**src/tcc_pkg.sv**
```systemverilog
// constants and types for the four-channel capture/compare timer
// assumes an apb master on the same clock as the timer logic
package tcc_pkg;

  // register word indices; byte address is index times four
  localparam logic [5:0] IDX_STATUS = 6'h00;
  localparam logic [5:0] IDX_CNT_HI = 6'h01;
  localparam logic [5:0] IDX_CNT_LO = 6'h02;
  localparam logic [5:0] IDX_MOD_HI = 6'h03;
  localparam logic [5:0] IDX_MOD_LO = 6'h04;
  localparam logic [5:0] IDX_CTL0 = 6'h05;
  localparam logic [5:0] IDX_VAL0_HI = 6'h09;
  // first unmapped index; channel 3 value low sits at index 16
  localparam logic [5:0] IDX_LAST = 6'h11;

  // timer_status_control bit positions
  localparam int ST_FLAG = 7;
  localparam int ST_IRQ_EN = 6;
  localparam int ST_STOP = 5;
  localparam int ST_RESET = 4;
  localparam int ST_PS_LSB = 0;

  localparam logic [2:0] PS_EXTERNAL = 3'h7;
  localparam logic [15:0] MOD_RESET = 16'hffff;
  localparam logic [6:0] PRESC_RESET = 7'h00;
  localparam logic [15:0] CNT_RESET = 16'h0000;

  // edge/level codes
  localparam logic [1:0] ELS_OFF = 2'h0;
  localparam logic [1:0] ELS_TOGGLE = 2'h1;
  localparam logic [1:0] ELS_CLEAR = 2'h2;
  localparam logic [1:0] ELS_SET = 2'h3;

  // channel_control layout, msb first
  typedef struct packed {
    logic flag;
    logic irq_en;
    logic buf_mode;
    logic unbuf_mode;
    logic [1:0] els;
    logic tov;
    logic max_duty;
  } tcc_ctl_t;

  localparam tcc_ctl_t CTL_RESET = 8'h00;

  // apb request as seen by the slave
  typedef struct packed {
    logic sel;
    logic enable;
    logic write;
    logic [7:0] addr;
    logic [31:0] wdata;
  } tcc_apb_req_t;

endpackage

```
**src/tcc_timer.sv**
```systemverilog
// four-channel 16-bit capture/compare timer with an apb register slave
// assumes apb master on CLK_SYS; pins and external clock are asynchronous
//
// Design decisions made here: the address map and the APB slave port.
`timescale 1ns/1ps
`default_nettype none

// What this block does
// - set overflow flag when counter wraps to zero after reaching modulo
// - clear overflow flag by read-then-write-zero; new overflow cancels
// - overflow interrupt while flag and its enable are both set
// - stop bit halts counter; reset value is stopped
// - counter reset bit clears counter and prescaler, reads as zero
// - stop plus counter reset in one write leaves counter held at zero
// - clock select picks bus clock divided 1..64 or external pin
// - high-byte counter read latches low byte until low byte read
// - counter registers read-only, cleared by reset and counter reset
// - on equal to modulo, flag sets and counting restarts from zero
// - modulo high write blocks overflow flag until low byte written
// - channel flag on active capture edge or compare match
// - channel flag cleared by read-then-write-zero; new event cancels
// - channel interrupt while channel flag and enable both set
// - buffered bit on channels 0 and 2 disables partner and its pin
// - unbuffered bit picks capture/compare, or preset level when off
// - edge/level code selects edges or toggle/clear/set on match
// - toggle on overflow in compare; overflow beats match
// - max duty forces full duty on clear/set without toggle on overflow, from next period
// - capture high-byte read blocks captures until low byte read
// - compare high-byte write blocks matches until low byte written
// - buffered pwm switches source at overflow to last written pair
// - without toggle on overflow and max duty, pwm gives zero duty
module tcc_timer
  import tcc_pkg::*;
(
  // clock and reset
  input wire logic CLK_SYS,
  input wire logic ARST_N,
  // apb slave
  input wire logic PSEL,
  input wire logic PENABLE,
  input wire logic PWRITE,
  input wire logic [7:0] PADDR,
  input wire logic [31:0] PWDATA,
  output logic [31:0] PRDATA,
  output logic PREADY,
  output logic PSLVERR,
  // pins
  input wire logic EXT_CLK,
  input wire logic [3:0] CH_IN,
  output logic [3:0] CH_OUT,
  output logic [3:0] CH_OE,
  // interrupt requests
  output logic OVF_IRQ,
  output logic [3:0] CH_IRQ
);

  // capture mode: both mode bits clear and an edge selected
  function automatic logic fn_cap(input tcc_ctl_t c);
    fn_cap = !c.buf_mode && !c.unbuf_mode && (c.els != ELS_OFF);
  endfunction

  // compare mode: either mode bit set and an action selected
  function automatic logic fn_cmp(input tcc_ctl_t c);
    fn_cmp = (c.buf_mode || c.unbuf_mode) && (c.els != ELS_OFF);
  endfunction

  tcc_apb_req_t req;
  assign req = '{PSEL, PENABLE, PWRITE, PADDR, PWDATA};

  // registers
  logic pready_q;
  logic [31:0] prdata_q;
  logic pslverr_q;
  logic ovf_flag_q, ovf_arm_q, ovf_ie_q, stop_q;
  logic [2:0] ps_q;
  logic [15:0] cnt_q, mod_q;
  logic [6:0] presc_q;
  logic [7:0] cnt_lat_q;
  logic cnt_lat_valid_q;
  logic [7:0] cnt_snap_q;
  logic mod_hold_q;
  tcc_ctl_t ctl_q [4];
  logic [15:0] val_q [4];
  logic [3:0] ch_arm_q, cap_hold_q, cmp_hold_q, max_eff_q;
  logic [3:0] out_q, oe_q, ch_irq_q;
  logic ovf_irq_q;
  logic [1:0] last_q, sel_q;
  logic [3:0] ch_s1_q, ch_s2_q, ch_s3_q;
  logic ext_s1_q, ext_s2_q, ext_s3_q;

  // bus decode; side effects happen only at the completing edge
  logic acc, wr_en, rd_en, mapped;
  logic [5:0] idx;
  logic [7:0] wd;
  logic setup;
  assign setup = req.sel && !req.enable;
  assign acc = req.sel && req.enable && pready_q;
  // refused transfers have no side effects at all
  assign wr_en = acc && req.write && mapped;
  assign rd_en = acc && !req.write && mapped;
  assign idx = req.addr[7:2];
  assign wd = req.wdata[7:0];
  assign mapped = (idx < IDX_LAST) && (req.addr[1:0] == 2'h0);

  logic wr_st, wr_modh, wr_modl, rd_st, rd_cnth, rd_cntl;
  assign wr_st = wr_en && idx == IDX_STATUS;
  assign wr_modh = wr_en && idx == IDX_MOD_HI;
  assign wr_modl = wr_en && idx == IDX_MOD_LO;
  assign rd_st = rd_en && idx == IDX_STATUS;
  assign rd_cnth = rd_en && idx == IDX_CNT_HI;
  assign rd_cntl = rd_en && idx == IDX_CNT_LO;

  // counter clock; prescaler taps compare low bits against all ones
  logic [6:0] ps_mask;
  logic ext_rise, tick, roll, ovf_ev, cnt_clr;
  assign ps_mask = 7'((8'h01 << ps_q) - 8'h01);
  assign ext_rise = ext_s2_q && !ext_s3_q;
  assign tick = !stop_q && ((ps_q == PS_EXTERNAL) ? ext_rise :
                ((presc_q & ps_mask) == ps_mask));
  assign roll = tick && (cnt_q == mod_q);
  assign ovf_ev = roll && !mod_hold_q;
  assign cnt_clr = wr_st && wd[ST_RESET];

  logic [15:0] cnt_nx;
  assign cnt_nx = roll ? CNT_RESET : 16'(cnt_q + 16'h0001);

  // per-channel events and pin targets
  logic [3:0] dis, cap_m, cmp_m, edge_ev, cap_ev, cmp_ev, ch_ev;
  logic [3:0] wr_ctl, rd_ctl, wr_vh, wr_vl, rd_vh, rd_vl;
  logic [15:0] cmp_val [4];
  genvar g;
  for (g = 0; g < 4; g++) begin : g_ch
    localparam int LEAD = g - (g % 2);
    logic rise, fall;
    assign dis[g] = (g % 2 == 1) && ctl_q[LEAD].buf_mode;
    assign cap_m[g] = fn_cap(ctl_q[g]) && !dis[g];
    assign cmp_m[g] = fn_cmp(ctl_q[g]) && !dis[g];
    assign rise = ch_s2_q[g] && !ch_s3_q[g];
    assign fall = !ch_s2_q[g] && ch_s3_q[g];
    // edge selection
    assign edge_ev[g] = (ctl_q[g].els[0] && rise) ||
                        (ctl_q[g].els[1] && fall);
    assign cap_ev[g] = cap_m[g] && edge_ev[g] && !cap_hold_q[g];
    // buffered leaders take the last-chosen pair register
    assign cmp_val[g] = (ctl_q[g].buf_mode && sel_q[g/2]) ?
                        val_q[g+1-(g%2)] : val_q[g];
    assign cmp_ev[g] = cmp_m[g] && tick && !cmp_hold_q[g] &&
                       (cnt_nx == cmp_val[g]);
    assign ch_ev[g] = cap_ev[g] || cmp_ev[g];
    assign wr_ctl[g] = wr_en && idx == 6'(IDX_CTL0 + g) && !dis[g];
    assign rd_ctl[g] = rd_en && idx == 6'(IDX_CTL0 + g);
    assign wr_vh[g] = wr_en && idx == 6'(IDX_VAL0_HI + 2 * g);
    assign wr_vl[g] = wr_en && idx == 6'(IDX_VAL0_HI + 2 * g + 1);
    assign rd_vh[g] = rd_en && idx == 6'(IDX_VAL0_HI + 2 * g);
    assign rd_vl[g] = rd_en && idx == 6'(IDX_VAL0_HI + 2 * g + 1);
  end

  // read mux, sampled in the setup phase
  logic [7:0] rd_mux;
  always_comb begin
    rd_mux = 8'h00;
    if (idx == IDX_STATUS) begin
      rd_mux = {ovf_flag_q, ovf_ie_q, stop_q, 1'b0, 1'b0, ps_q};
    end else if (idx == IDX_CNT_HI) begin
      rd_mux = cnt_q[15:8];
    end else if (idx == IDX_CNT_LO) begin
      rd_mux = cnt_lat_valid_q ? cnt_lat_q : cnt_q[7:0];
    end else if (idx == IDX_MOD_HI) begin
      rd_mux = mod_q[15:8];
    end else if (idx == IDX_MOD_LO) begin
      rd_mux = mod_q[7:0];
    end else if (idx >= IDX_CTL0 && idx < IDX_VAL0_HI) begin
      rd_mux = ctl_q[2'(idx - IDX_CTL0)];
    end else if (idx >= IDX_VAL0_HI && idx < IDX_LAST) begin
      rd_mux = idx[0] ? val_q[2'((idx - IDX_VAL0_HI) >> 1)][15:8] :
                        val_q[2'((idx - IDX_VAL0_HI) >> 1)][7:0];
    end
  end

  // apb handshake: one wait-free access phase after every setup
  always_ff @(posedge CLK_SYS or negedge ARST_N) begin
    if (!ARST_N) begin
      pready_q <= 1'b0;
      prdata_q <= 32'h0000_0000;
      pslverr_q <= 1'b0;
      cnt_snap_q <= 8'h00;
    end else begin
      pready_q <= setup;
      if (setup) begin
        cnt_snap_q <= cnt_q[7:0];
        prdata_q <= {24'h00_0000, mapped ? rd_mux : 8'h00};
        pslverr_q <= !mapped;
      end
    end
  end

  // synchronisers; only the second and third stages feed edge logic
  always_ff @(posedge CLK_SYS or negedge ARST_N) begin
    if (!ARST_N) begin
      {ch_s1_q, ch_s2_q, ch_s3_q} <= 12'h000;
      {ext_s1_q, ext_s2_q, ext_s3_q} <= 3'h0;
    end else begin
      {ch_s1_q, ch_s2_q, ch_s3_q} <= {CH_IN, ch_s1_q, ch_s2_q};
      {ext_s1_q, ext_s2_q, ext_s3_q} <= {EXT_CLK, ext_s1_q, ext_s2_q};
    end
  end

  // status register, prescaler and counter
  always_ff @(posedge CLK_SYS or negedge ARST_N) begin
    if (!ARST_N) begin
      ovf_flag_q <= 1'b0;
      ovf_arm_q <= 1'b0;
      ovf_ie_q <= 1'b0;
      stop_q <= 1'b1;
      ps_q <= 3'h0;
      presc_q <= PRESC_RESET;
      cnt_q <= CNT_RESET;
      mod_q <= MOD_RESET;
      mod_hold_q <= 1'b0;
      ovf_irq_q <= 1'b0;
    end else begin
      if (wr_st) begin
        ovf_ie_q <= wd[ST_IRQ_EN];
        stop_q <= wd[ST_STOP];
        ps_q <= wd[ST_PS_LSB +: 3];
      end
      // set beats clear, and an overflow disarms a pending clear
      if (ovf_ev) begin
        ovf_flag_q <= 1'b1;
        ovf_arm_q <= 1'b0;
      end else if (wr_st && !wd[ST_FLAG] && ovf_arm_q) begin
        ovf_flag_q <= 1'b0;
        ovf_arm_q <= 1'b0;
      end else if (rd_st && ovf_flag_q) begin
        ovf_arm_q <= 1'b1;
      end
      // counter reset wins over counting, also when stopped
      if (cnt_clr) begin
        presc_q <= PRESC_RESET;
        cnt_q <= CNT_RESET;
      end else if (!stop_q) begin
        presc_q <= 7'(presc_q + 7'h01);
        if (tick) begin
          cnt_q <= cnt_nx;
        end
      end
      if (wr_modh) begin
        mod_q[15:8] <= wd;
        mod_hold_q <= 1'b1;
      end else if (wr_modl) begin
        mod_q[7:0] <= wd;
        mod_hold_q <= 1'b0;
      end
      ovf_irq_q <= ovf_flag_q && ovf_ie_q;
    end
  end

  // counter low-byte latch; a second high read keeps the first value
  // low byte comes from the setup edge, same as the high byte, so a
  // carry between setup and access cannot tear the 16-bit value
  always_ff @(posedge CLK_SYS or negedge ARST_N) begin
    if (!ARST_N) begin
      cnt_lat_q <= 8'h00;
      cnt_lat_valid_q <= 1'b0;
    end else if (rd_cnth && !cnt_lat_valid_q) begin
      cnt_lat_q <= cnt_snap_q;
      cnt_lat_valid_q <= 1'b1;
    end else if (rd_cntl) begin
      cnt_lat_valid_q <= 1'b0;
    end
  end

  // channel value registers have no reset
  always_ff @(posedge CLK_SYS) begin
    for (int i = 0; i < 4; i++) begin
      if (cap_ev[i]) begin
        val_q[i] <= cnt_q;
      end else if (wr_vh[i]) begin
        val_q[i][15:8] <= wd;
      end else if (wr_vl[i]) begin
        val_q[i][7:0] <= wd;
      end
    end
  end

  // channel control, flags, holds and buffered source selection
  always_ff @(posedge CLK_SYS or negedge ARST_N) begin
    if (!ARST_N) begin
      for (int i = 0; i < 4; i++) begin
        ctl_q[i] <= CTL_RESET;
      end
      ch_arm_q <= 4'h0;
      cap_hold_q <= 4'h0;
      cmp_hold_q <= 4'h0;
      max_eff_q <= 4'h0;
      last_q <= 2'h0;
      sel_q <= 2'h0;
      ch_irq_q <= 4'h0;
    end else begin
      for (int i = 0; i < 4; i++) begin
        if (wr_ctl[i]) begin
          ctl_q[i].irq_en <= wd[6];
          // only the pair leaders hold the buffered bit
          ctl_q[i].buf_mode <= (i % 2 == 0) ? wd[5] : 1'b0;
          ctl_q[i].unbuf_mode <= wd[4];
          ctl_q[i].els <= wd[3:2];
          ctl_q[i].tov <= wd[1];
          ctl_q[i].max_duty <= wd[0];
        end
        // event sets and disarms; clear needs an armed zero write
        if (ch_ev[i]) begin
          ctl_q[i].flag <= 1'b1;
          ch_arm_q[i] <= 1'b0;
        end else if (wr_ctl[i] && !wd[7] && ch_arm_q[i]) begin
          ctl_q[i].flag <= 1'b0;
          ch_arm_q[i] <= 1'b0;
        end else if (rd_ctl[i] && ctl_q[i].flag) begin
          ch_arm_q[i] <= 1'b1;
        end
        if (rd_vh[i] && cap_m[i]) begin
          cap_hold_q[i] <= 1'b1;
        end else if (rd_vl[i]) begin
          cap_hold_q[i] <= 1'b0;
        end
        if (wr_vh[i] && fn_cmp(ctl_q[i])) begin
          cmp_hold_q[i] <= 1'b1;
        end else if (wr_vl[i]) begin
          cmp_hold_q[i] <= 1'b0;
        end
        // max duty is only sampled at a period boundary
        if (roll) begin
          max_eff_q[i] <= ctl_q[i].max_duty;
        end
        ch_irq_q[i] <= ctl_q[i].flag && ctl_q[i].irq_en;
      end
      for (int p = 0; p < 2; p++) begin
        // a completed low-byte write marks the pair member as newest
        if (wr_vl[2 * p] || wr_vl[2 * p + 1]) begin
          last_q[p] <= wr_vl[2 * p + 1];
        end
        if (!ctl_q[2 * p].buf_mode) begin
          sel_q[p] <= 1'b0;
        end else if (roll) begin
          sel_q[p] <= last_q[p];
        end
      end
    end
  end

  // pin drivers; compares to the level already held do nothing
  always_ff @(posedge CLK_SYS or negedge ARST_N) begin
    if (!ARST_N) begin
      out_q <= 4'h0;
      oe_q <= 4'h0;
    end else begin
      for (int i = 0; i < 4; i++) begin
        oe_q[i] <= cmp_m[i];
        if (ctl_q[i].els == ELS_OFF) begin
          out_q[i] <= !ctl_q[i].unbuf_mode;
        end else if (cmp_m[i]) begin
          if (roll && ctl_q[i].tov) begin
            out_q[i] <= !out_q[i];
          end else if (max_eff_q[i] && !ctl_q[i].tov &&
                       ctl_q[i].els != ELS_TOGGLE) begin
            out_q[i] <= (ctl_q[i].els == ELS_CLEAR);
          end else if (cmp_ev[i]) begin
            case (ctl_q[i].els)
              ELS_TOGGLE: out_q[i] <= !out_q[i];
              ELS_CLEAR: out_q[i] <= 1'b0;
              ELS_SET: out_q[i] <= 1'b1;
              default: out_q[i] <= out_q[i];
            endcase
          end
        end
      end
    end
  end

  // outputs straight from flops
  assign PRDATA = prdata_q;
  assign PREADY = pready_q;
  assign PSLVERR = pslverr_q;
  assign CH_OUT = out_q;
  assign CH_OE = oe_q;
  assign OVF_IRQ = ovf_irq_q;
  assign CH_IRQ = ch_irq_q;

endmodule

`default_nettype wire

```
**config.mk**
```make
export PLATFORM = sky130hd
export DESIGN_NAME = tcc_timer
export DESIGN_NICKNAME = d
export VERILOG_FILES = /design/src/tcc_pkg.sv /design/src/tcc_timer.sv
export SDC_FILE = /design/constraint.sdc
export NUM_CORES = 1
export LEC_CHECK = 0
export BUFFER_PORTS_ARGS = -buffer_cell sky130_fd_sc_hd__clkbuf_2
export CAP_MARGIN = 25
export CORE_MARGIN = 4
export CORE_UTILIZATION = 40
export DETAILED_ROUTE_END_ITERATION = 8
export GPL_TIMING_DRIVEN = 0
export RECOVER_POWER = 25
export SETUP_SLACK_MARGIN = 0.3
export SKIP_CTS_REPAIR_TIMING = 1
export SYNTH_ARGS = -nofsm -noshare
export SYNTH_HDL_FRONTEND = slang
export SYNTH_SLANG_ARGS = --single-unit
```
**constraint.sdc**
```tcl
create_clock -name CLK_SYS -period 3.95 [get_ports CLK_SYS]
set_input_delay 0.395 -clock CLK_SYS [delete_from_list [all_inputs] [get_ports CLK_SYS]]
set_output_delay 0.395 -clock CLK_SYS [all_outputs]
set_load 0.005 [all_outputs]
```
==> results of run 1 <==
critical path, stage by stage, from the launching register on:
cell       delay [ns]
dfrtp_2          0.50
ha_1             0.59
inv_1            0.20
a2111oi_1        0.67
nand4_1          0.18
a2111o_1         0.42
a2111oi_1        0.37
nand4b_1         0.15
buf_4            0.19
a22o_1           0.21
where the power goes:
part           internal (W)  leakage, nW  switching, W
Combinational      0.000369         3.68      0.000687
Sequential          0.00236         2.63     0.0000580
Clock               0.00151        0.430      0.000960
Total               0.00423         6.74       0.00171
how the worst max path moves through the flow:
stage             start         end  cells after the start
5_1_grt          ARST_N    CH_OE[0]                      2
6_report       cnt_q[0]   CH_OUT[3]                      9
4_1_cts        PADDR[2]  presc_q[0]                     13
2_1_floorplan  PADDR[2]   PRDATA[3]                     12
3_3_place_gp   PADDR[2]  presc_q[5]                     13
3_5_place_dp   PADDR[2]  presc_q[0]                     13
synthesized netlist by cell type (8+ instances only):
master / instances / share of area (%)
nand2_1: 141 / 4.1
dfrtp_1: 135 / 26
mux2_2: 132 / 11
o21ai_0: 76 / 2.9
edfxtp_1: 64 / 15
nor2_1: 62 / 1.8
clkbuf_1: 59 / 1.7
nand3_1: 46 / 1.8
a21oi_1: 45 / 1.7
mux2i_1: 41 / 3.1
nor3_1: 31 / 1.2
inv_1: 26 / 0.75
buf_4: 25 / 1.4
xor2_1: 25 / 1.7
mux4_2: 23 / 4.0
nand4_1: 18 / 0.86
o22ai_1: 18 / 0.86
dfstp_2: 17 / 3.4
nor4_1: 15 / 0.72
nor2b_1: 14 / 0.67
xnor2_1: 14 / 0.94
and2_1: 13 / 0.62
nand2b_1: 12 / 0.58
buf_1: 11 / 0.32
nand3b_1: 11 / 0.63
o211ai_1: 11 / 0.63
a22o_1: 10 / 0.67
or3_1: 9 / 0.43
and3_1: 8 / 0.38
ha_1: 8 / 0.77
through the flow:
stage          total power [W]  setup slack, ns  util [%]  cell area (um^2)
2_1_floorplan          0.00298            0.469         -             13100
3_3_place_gp           0.00336            -1.24      43.6             13900
3_5_place_dp           0.00336            -1.29      43.7             13900
4_1_cts                0.00581           -0.743      46.5             14800
5_1_grt                0.00611            0.276      48.1             15300
6_report               0.00594            0.362      48.1             15300
cell type report:
| cell class | instances | area, um^2 | share of cell area [%] |
|---|---|---|---|
| Sequential cell | 216 | 5750 | 37.5 |
| Clock buffer | 41 | 793 | 5.17 |
| Timing Repair Buffer | 69 | 463 | 3.02 |
| Inverter | 27 | 101 | 0.660 |
| Clock inverter | 5 | 92.6 | 0.603 |
| Tap cell | 435 | 544 | 3.55 |
| Buffer | 102 | 542 | 3.53 |
| Multi-Input combinational cell | 936 | 7060 | 46.0 |
cells by family after synthesis:
| logic type | count (synthesis) |
|---|---|
| other cells | 1 |
| flops | 216 |
| buf+inv | 129 |
| simple gates | 417 |
| mux | 198 |
| compound gates | 248 |
| fa+ha+maj | 8 |
| xor+xnor | 41 |
registers in the layout, summed over array words and instances (netlist names), 7 cells and up:
register and count:
ctl_q 30, val_q 64, cnt_lat_q 8, cnt_q 16, PRDATA 8, cnt_snap_q 8, mod_q 16, presc_q 7
layer usage:
layer | routed length (um) | up-vias | global-route usage [%]
li1 | - | 4883 | -
met3 | 4900 | 101 | 5.98
met5 | 0 | - | 0
met1 | 19900 | 5592 | 36.7
met2 | 21400 | 616 | 40.3
met4 | 1960 | 0 | 8.46
==> results.sh, run 1 <==
export IMPL_status="complete, but fails checks"
export IMPL_violations="max-capacitance violations, max-slew violations"
export IMPL_layout_commonest_cell="nand2_1"
export IMPL_rows=65
export IMPL_io_buffer_count=43
export IMPL_num_vias=11200
export IMPL_syn_inst=1258
export IMPL_clock_path_buffers=3
export IMPL_netlist_area_um2=13000
export IMPL_clkTransAtPathRegs_ns=0.06
export IMPL_cts_sinks=216
export IMPL_synthAdderAreaFrac_pct=0.768
export IMPL_hold_depth=2
export IMPL_layout_common_cells="140 x nand2_1, 133 x dfrtp_1, 131 x mux2_2, 75 x o21ai_0, 64 x edfxtp_1"
export IMPL_die_h_um=189
export IMPL_grt_util_all_layers_pct=26.1
export IMPL_yosysUniqueCellTypes=84
export IMPL_drive_gt1_share_pct=27.5
export IMPL_rr_worst_depth=9
export IMPL_min_period_over_period_pct=90.8
export IMPL_postRouteAntennaNets=0
export IMPL_core_area_um2=31900
export IMPL_diodes=0
export IMPL_routed_via_density=6.11
export IMPL_grt_overflow_total=0
export IMPL_start_kind="flip-flop"
export IMPL_cp_required_ns=4.38
export IMPL_finish_net_count=1435
export IMPL_fin_crit_ns=3.59
export IMPL_drt_first_pass_iters=7
export IMPL_criticalPathCategory="reg -> reg"
export IMPL_rr_endpoint="CH_OUT[3]"
export IMPL_cts_tree="yes"
export IMPL_synthArstFlopShare_pct=70.4
export IMPL_slew_viol_final=62
export IMPL_dieWidth_um=189
export IMPL_clock_latency_ns=0.54
export IMPL_yosysSeqAreaShare_pct=44.1
export IMPL_max_cap_viol_count=1
export IMPL_drcViolationCount=0
export IMPL_grt_pass1_wl_um=69900
export IMPL_io_pins=97
export IMPL_hp_class="in -> reg"
export IMPL_finalHoldViolCount=0
export IMPL_synth_simple_gate_area_share_pct=16.1
export IMPL_fmax_mhz=279
export IMPL_rsz0062_at_grt="false"
export IMPL_synthXorXnorAreaFrac_pct=2.96
export IMPL_setup_violations=0
export IMPL_tightest_slew_ns=2.82
export IMPL_r2r_start="cnt_q[0]"
export IMPL_initial_core_util_pct=40.9
export IMPL_min_delay_start="PWDATA[5]"
export IMPL_yosysWarnings=0
export IMPL_min_to="stop_q"
export IMPL_ir_drop_mv=0.312
export IMPL_arrival_ns=4.02
export IMPL_synth_top_family_by_area="multiplexers"
export IMPL_cts_root_buf="clkbuf_16"
export IMPL_ctsHtreeMaxLevel=1
export IMPL_grt_antenna_before_repair=2
export IMPL_fill_cells=3013
export IMPL_post_drt_wl_per_cell_um=26.3
export IMPL_die_area_um2=35600
export IMPL_cts_buffers=25
export IMPL_grt_max_degree=92
export IMPL_drtIter0Drc=1317
export IMPL_p_leak_nw=6.74
export IMPL_synth_compound_area_share_pct=12.8
export IMPL_placedCellCount=1761
export IMPL_fin_skew_ns=0.0101
export IMPL_fin_tns_setup_ns=0
export IMPL_synth_avg_cell_area_um2=10.4
export IMPL_crit_fanout=8
export IMPL_relSlewSlack_pct=-88.1
export IMPL_synth_mux_area_share_pct=18.7
export IMPL_area_delta_synth_final_pct=17.7
export IMPL_synth_edf_count=64
export IMPL_ys_flop_type="dfrtp_1"
export IMPL_instances_no_fill=1831
export IMPL_crit_path_end_kind="flip-flop"
export IMPL_power_density_nw_per_um2=387
export IMPL_first_global_vias=10600
export IMPL_ys_ff_latch=216
export IMPL_hpwl_um=35500
export IMPL_hold_ws_ns=0.182
export IMPL_routed_wl_um=48200
export IMPL_ff2ff_setup_slack_ns=0.36
export IMPL_place_congestion=1.02
Power figures use the tool's default switching activity.
==> run 2, diff against run 1 <==
Settings changed: CORE_MARGIN 4 to 2.
==> results.sh, run 2 (synthesis results as in run 1) <==
export IMPL_status="complete, but fails checks"
export IMPL_violations="max-capacitance violations, max-slew violations"
export IMPL_fill_cells=3061
export IMPL_die_h_um=185
export IMPL_cts_root_buf="clkbuf_16"
export IMPL_die_area_um2=34100
export IMPL_slew_viol_final=72
export IMPL_criticalPathCategory="reg -> reg"
export IMPL_core_area_um2=32300
export IMPL_ff2ff_setup_slack_ns=0.29
export IMPL_first_global_vias=10300
export IMPL_max_cap_viol_count=1
export IMPL_rows=66
export IMPL_r2r_start="cnt_q[2]"
export IMPL_setup_violations=0
export IMPL_cp_required_ns=4.36
export IMPL_rsz0062_at_grt="true"
export IMPL_hpwl_um=35100
export IMPL_grt_pass1_wl_um=68600
export IMPL_rr_worst_depth=10
export IMPL_place_ws_ns=-1.19
export IMPL_ir_drop_mv=0.358
export IMPL_initial_core_util_pct=40.4
export IMPL_place_congestion=0.967
export IMPL_crit_slowest_cell="xor2_2"
export IMPL_tightest_slew_ns=1.80
export IMPL_io_buffer_count=43
export IMPL_layout_common_cells="140 x nand2_1, 133 x dfrtp_1, 131 x mux2_2, 75 x o21ai_0, 64 x edfxtp_1"
export IMPL_largest_register_ffs=64
export IMPL_cts_tree="yes"
export IMPL_min_delay_start="PWDATA[5]"
export IMPL_drtIter0Drc=1146
export IMPL_post_dp_cell_area_um2=13900
export IMPL_setup_ws_ns=0.294
export IMPL_crit_top_cell="or3_1"
export IMPL_relSlewSlack_pct=-20.0
export IMPL_routed_via_density=6.02
export IMPL_instances_no_fill=1842
export IMPL_io_pins=97
export IMPL_hp_class="in -> reg"
export IMPL_arrival_ns=4.06
export IMPL_layout_commonest_cell="nand2_1"
export IMPL_clock_latency_ns=0.55
export IMPL_start_kind="flip-flop"
export IMPL_rr_endpoint="CH_OUT[1]"
export IMPL_num_vias=11100
export IMPL_grt_overflow_total=0
export IMPL_cts_buffers=24
export IMPL_p_leak_nw=6.70
export IMPL_crit_path_end_kind="flip-flop"
export IMPL_dieWidth_um=185
export IMPL_finish_net_count=1438
export IMPL_fin_crit_ns=3.66
export IMPL_clkTransAtPathRegs_ns=0.06
export IMPL_routed_wl_um=47300
export IMPL_cpPeakStageDelay_ns=0.51
export IMPL_final_util_pct=47.3
export IMPL_crit_path_cell_trace="clkbuf_2, nand3_1, xor2_2, o221ai_1, or3_1, or3_1, o31ai_2, a21oi_1, nor3_1, nor3_2"
export IMPL_drive_gt1_share_pct=27.2
export IMPL_ctsHtreeMaxLevel=1
export IMPL_postRouteAntennaNets=0
export IMPL_power_density_nw_per_um2=372
export IMPL_placedCellCount=1767
export IMPL_crit_fanout=10
export IMPL_cts_sinks=216
export IMPL_area_delta_synth_final_pct=17.0
export IMPL_regMostFlops="val_q"
export IMPL_fin_skew_ns=0.0281
export IMPL_min_period_over_period_pct=92.6
export IMPL_grt_antenna_before_repair=5
export IMPL_clock_path_buffers=3
export IMPL_min_to="stop_q"
export IMPL_grt_max_degree=83
export IMPL_hold_depth=2
export IMPL_post_drt_wl_per_cell_um=25.7
export IMPL_drcViolationCount=0
export IMPL_fmax_mhz=273
export IMPL_largest_registers="val_q: 64 flops, ctl_q: 30 flops"
export IMPL_drt_first_pass_iters=5
export IMPL_finalHoldViolCount=0
export IMPL_grt_util_all_layers_pct=27.8
export IMPL_fin_area_um2=15300
run 2: cell types whose count changed in the layout (fill, tap and decap cells not counted), moves of 2 or more:
cell / delta
nand3_2: -4
clkbuf_16: -3
clkbuf_8: -2
clkbuf_1: +2
diode_2: +2
nand3_1: +4
buf_4: +5
run 2: worst max path at each step:
stage	startpoint	to	depth (start not counted)
CTS	ps_q[0]	CH_OUT[1]	14
floorplan	PADDR[2]	PRDATA[3]	12
global route	cnt_q[2]	CH_OUT[1]	10
detailed placement	PADDR[2]	presc_q[3]	13
global placement	PADDR[2]	presc_q[5]	13
finish	cnt_q[2]	CH_OUT[1]	10
run 2: stage by stage:
step	hold WS (ns)	setup TNS (ns)	power (W)
6_report	0.179	0	0.00567
5_1_grt	0.175	0	0.00586
4_1_cts	-0.139	-61.32	0.00556
3_5_place_dp	0.336	-180.23	0.00336
3_3_place_gp	0.333	-212.62	0.00335
2_1_floorplan	0.0994	0	0.00298
run 2: cell type report:
type,instances,area (um^2),area share (%)
Sequential cell,216,5750,37.7
Multi-Input combinational cell,936,7070,46.3
Clock inverter,6,83.8,0.549
Buffer,102,543,3.56
Inverter,27,104,0.680
Tap cell,442,553,3.62
Timing Repair Buffer,73,459,3.01
Clock buffer,38,694,4.55
Antenna cell,2,5.00,0.0328
run 2: metal layers:
layer  vias to the layer above  part of all wire (%)  track usage [%]
met4                         0                   4.6             11.2
met2                       608                    44             42.2
li1                       4900                     -                -
met5                         -                     0                0
met1                      5481                    41             38.7
met3                       104                   9.8             5.63
run 2: power breakdown:
part	leakage, nW	switching, W	internal, W
Clock	0.367	0.000941	0.00128
Sequential	2.63	0.0000591	0.00236
Combinational	3.70	0.000667	0.000370
Total	6.70	0.00167	0.00401
run 2: worst max-delay path, delay by kind of cell, from the launching register on:
| family | cells | cell delay (ns) |
|---|---|---|
| flops | 1 | 0.47 |
| simple gates | 5 | 1.30 |
| buf+inv | 1 | 0.41 |
| compound gates | 3 | 0.83 |
| xor+xnor | 1 | 0.51 |
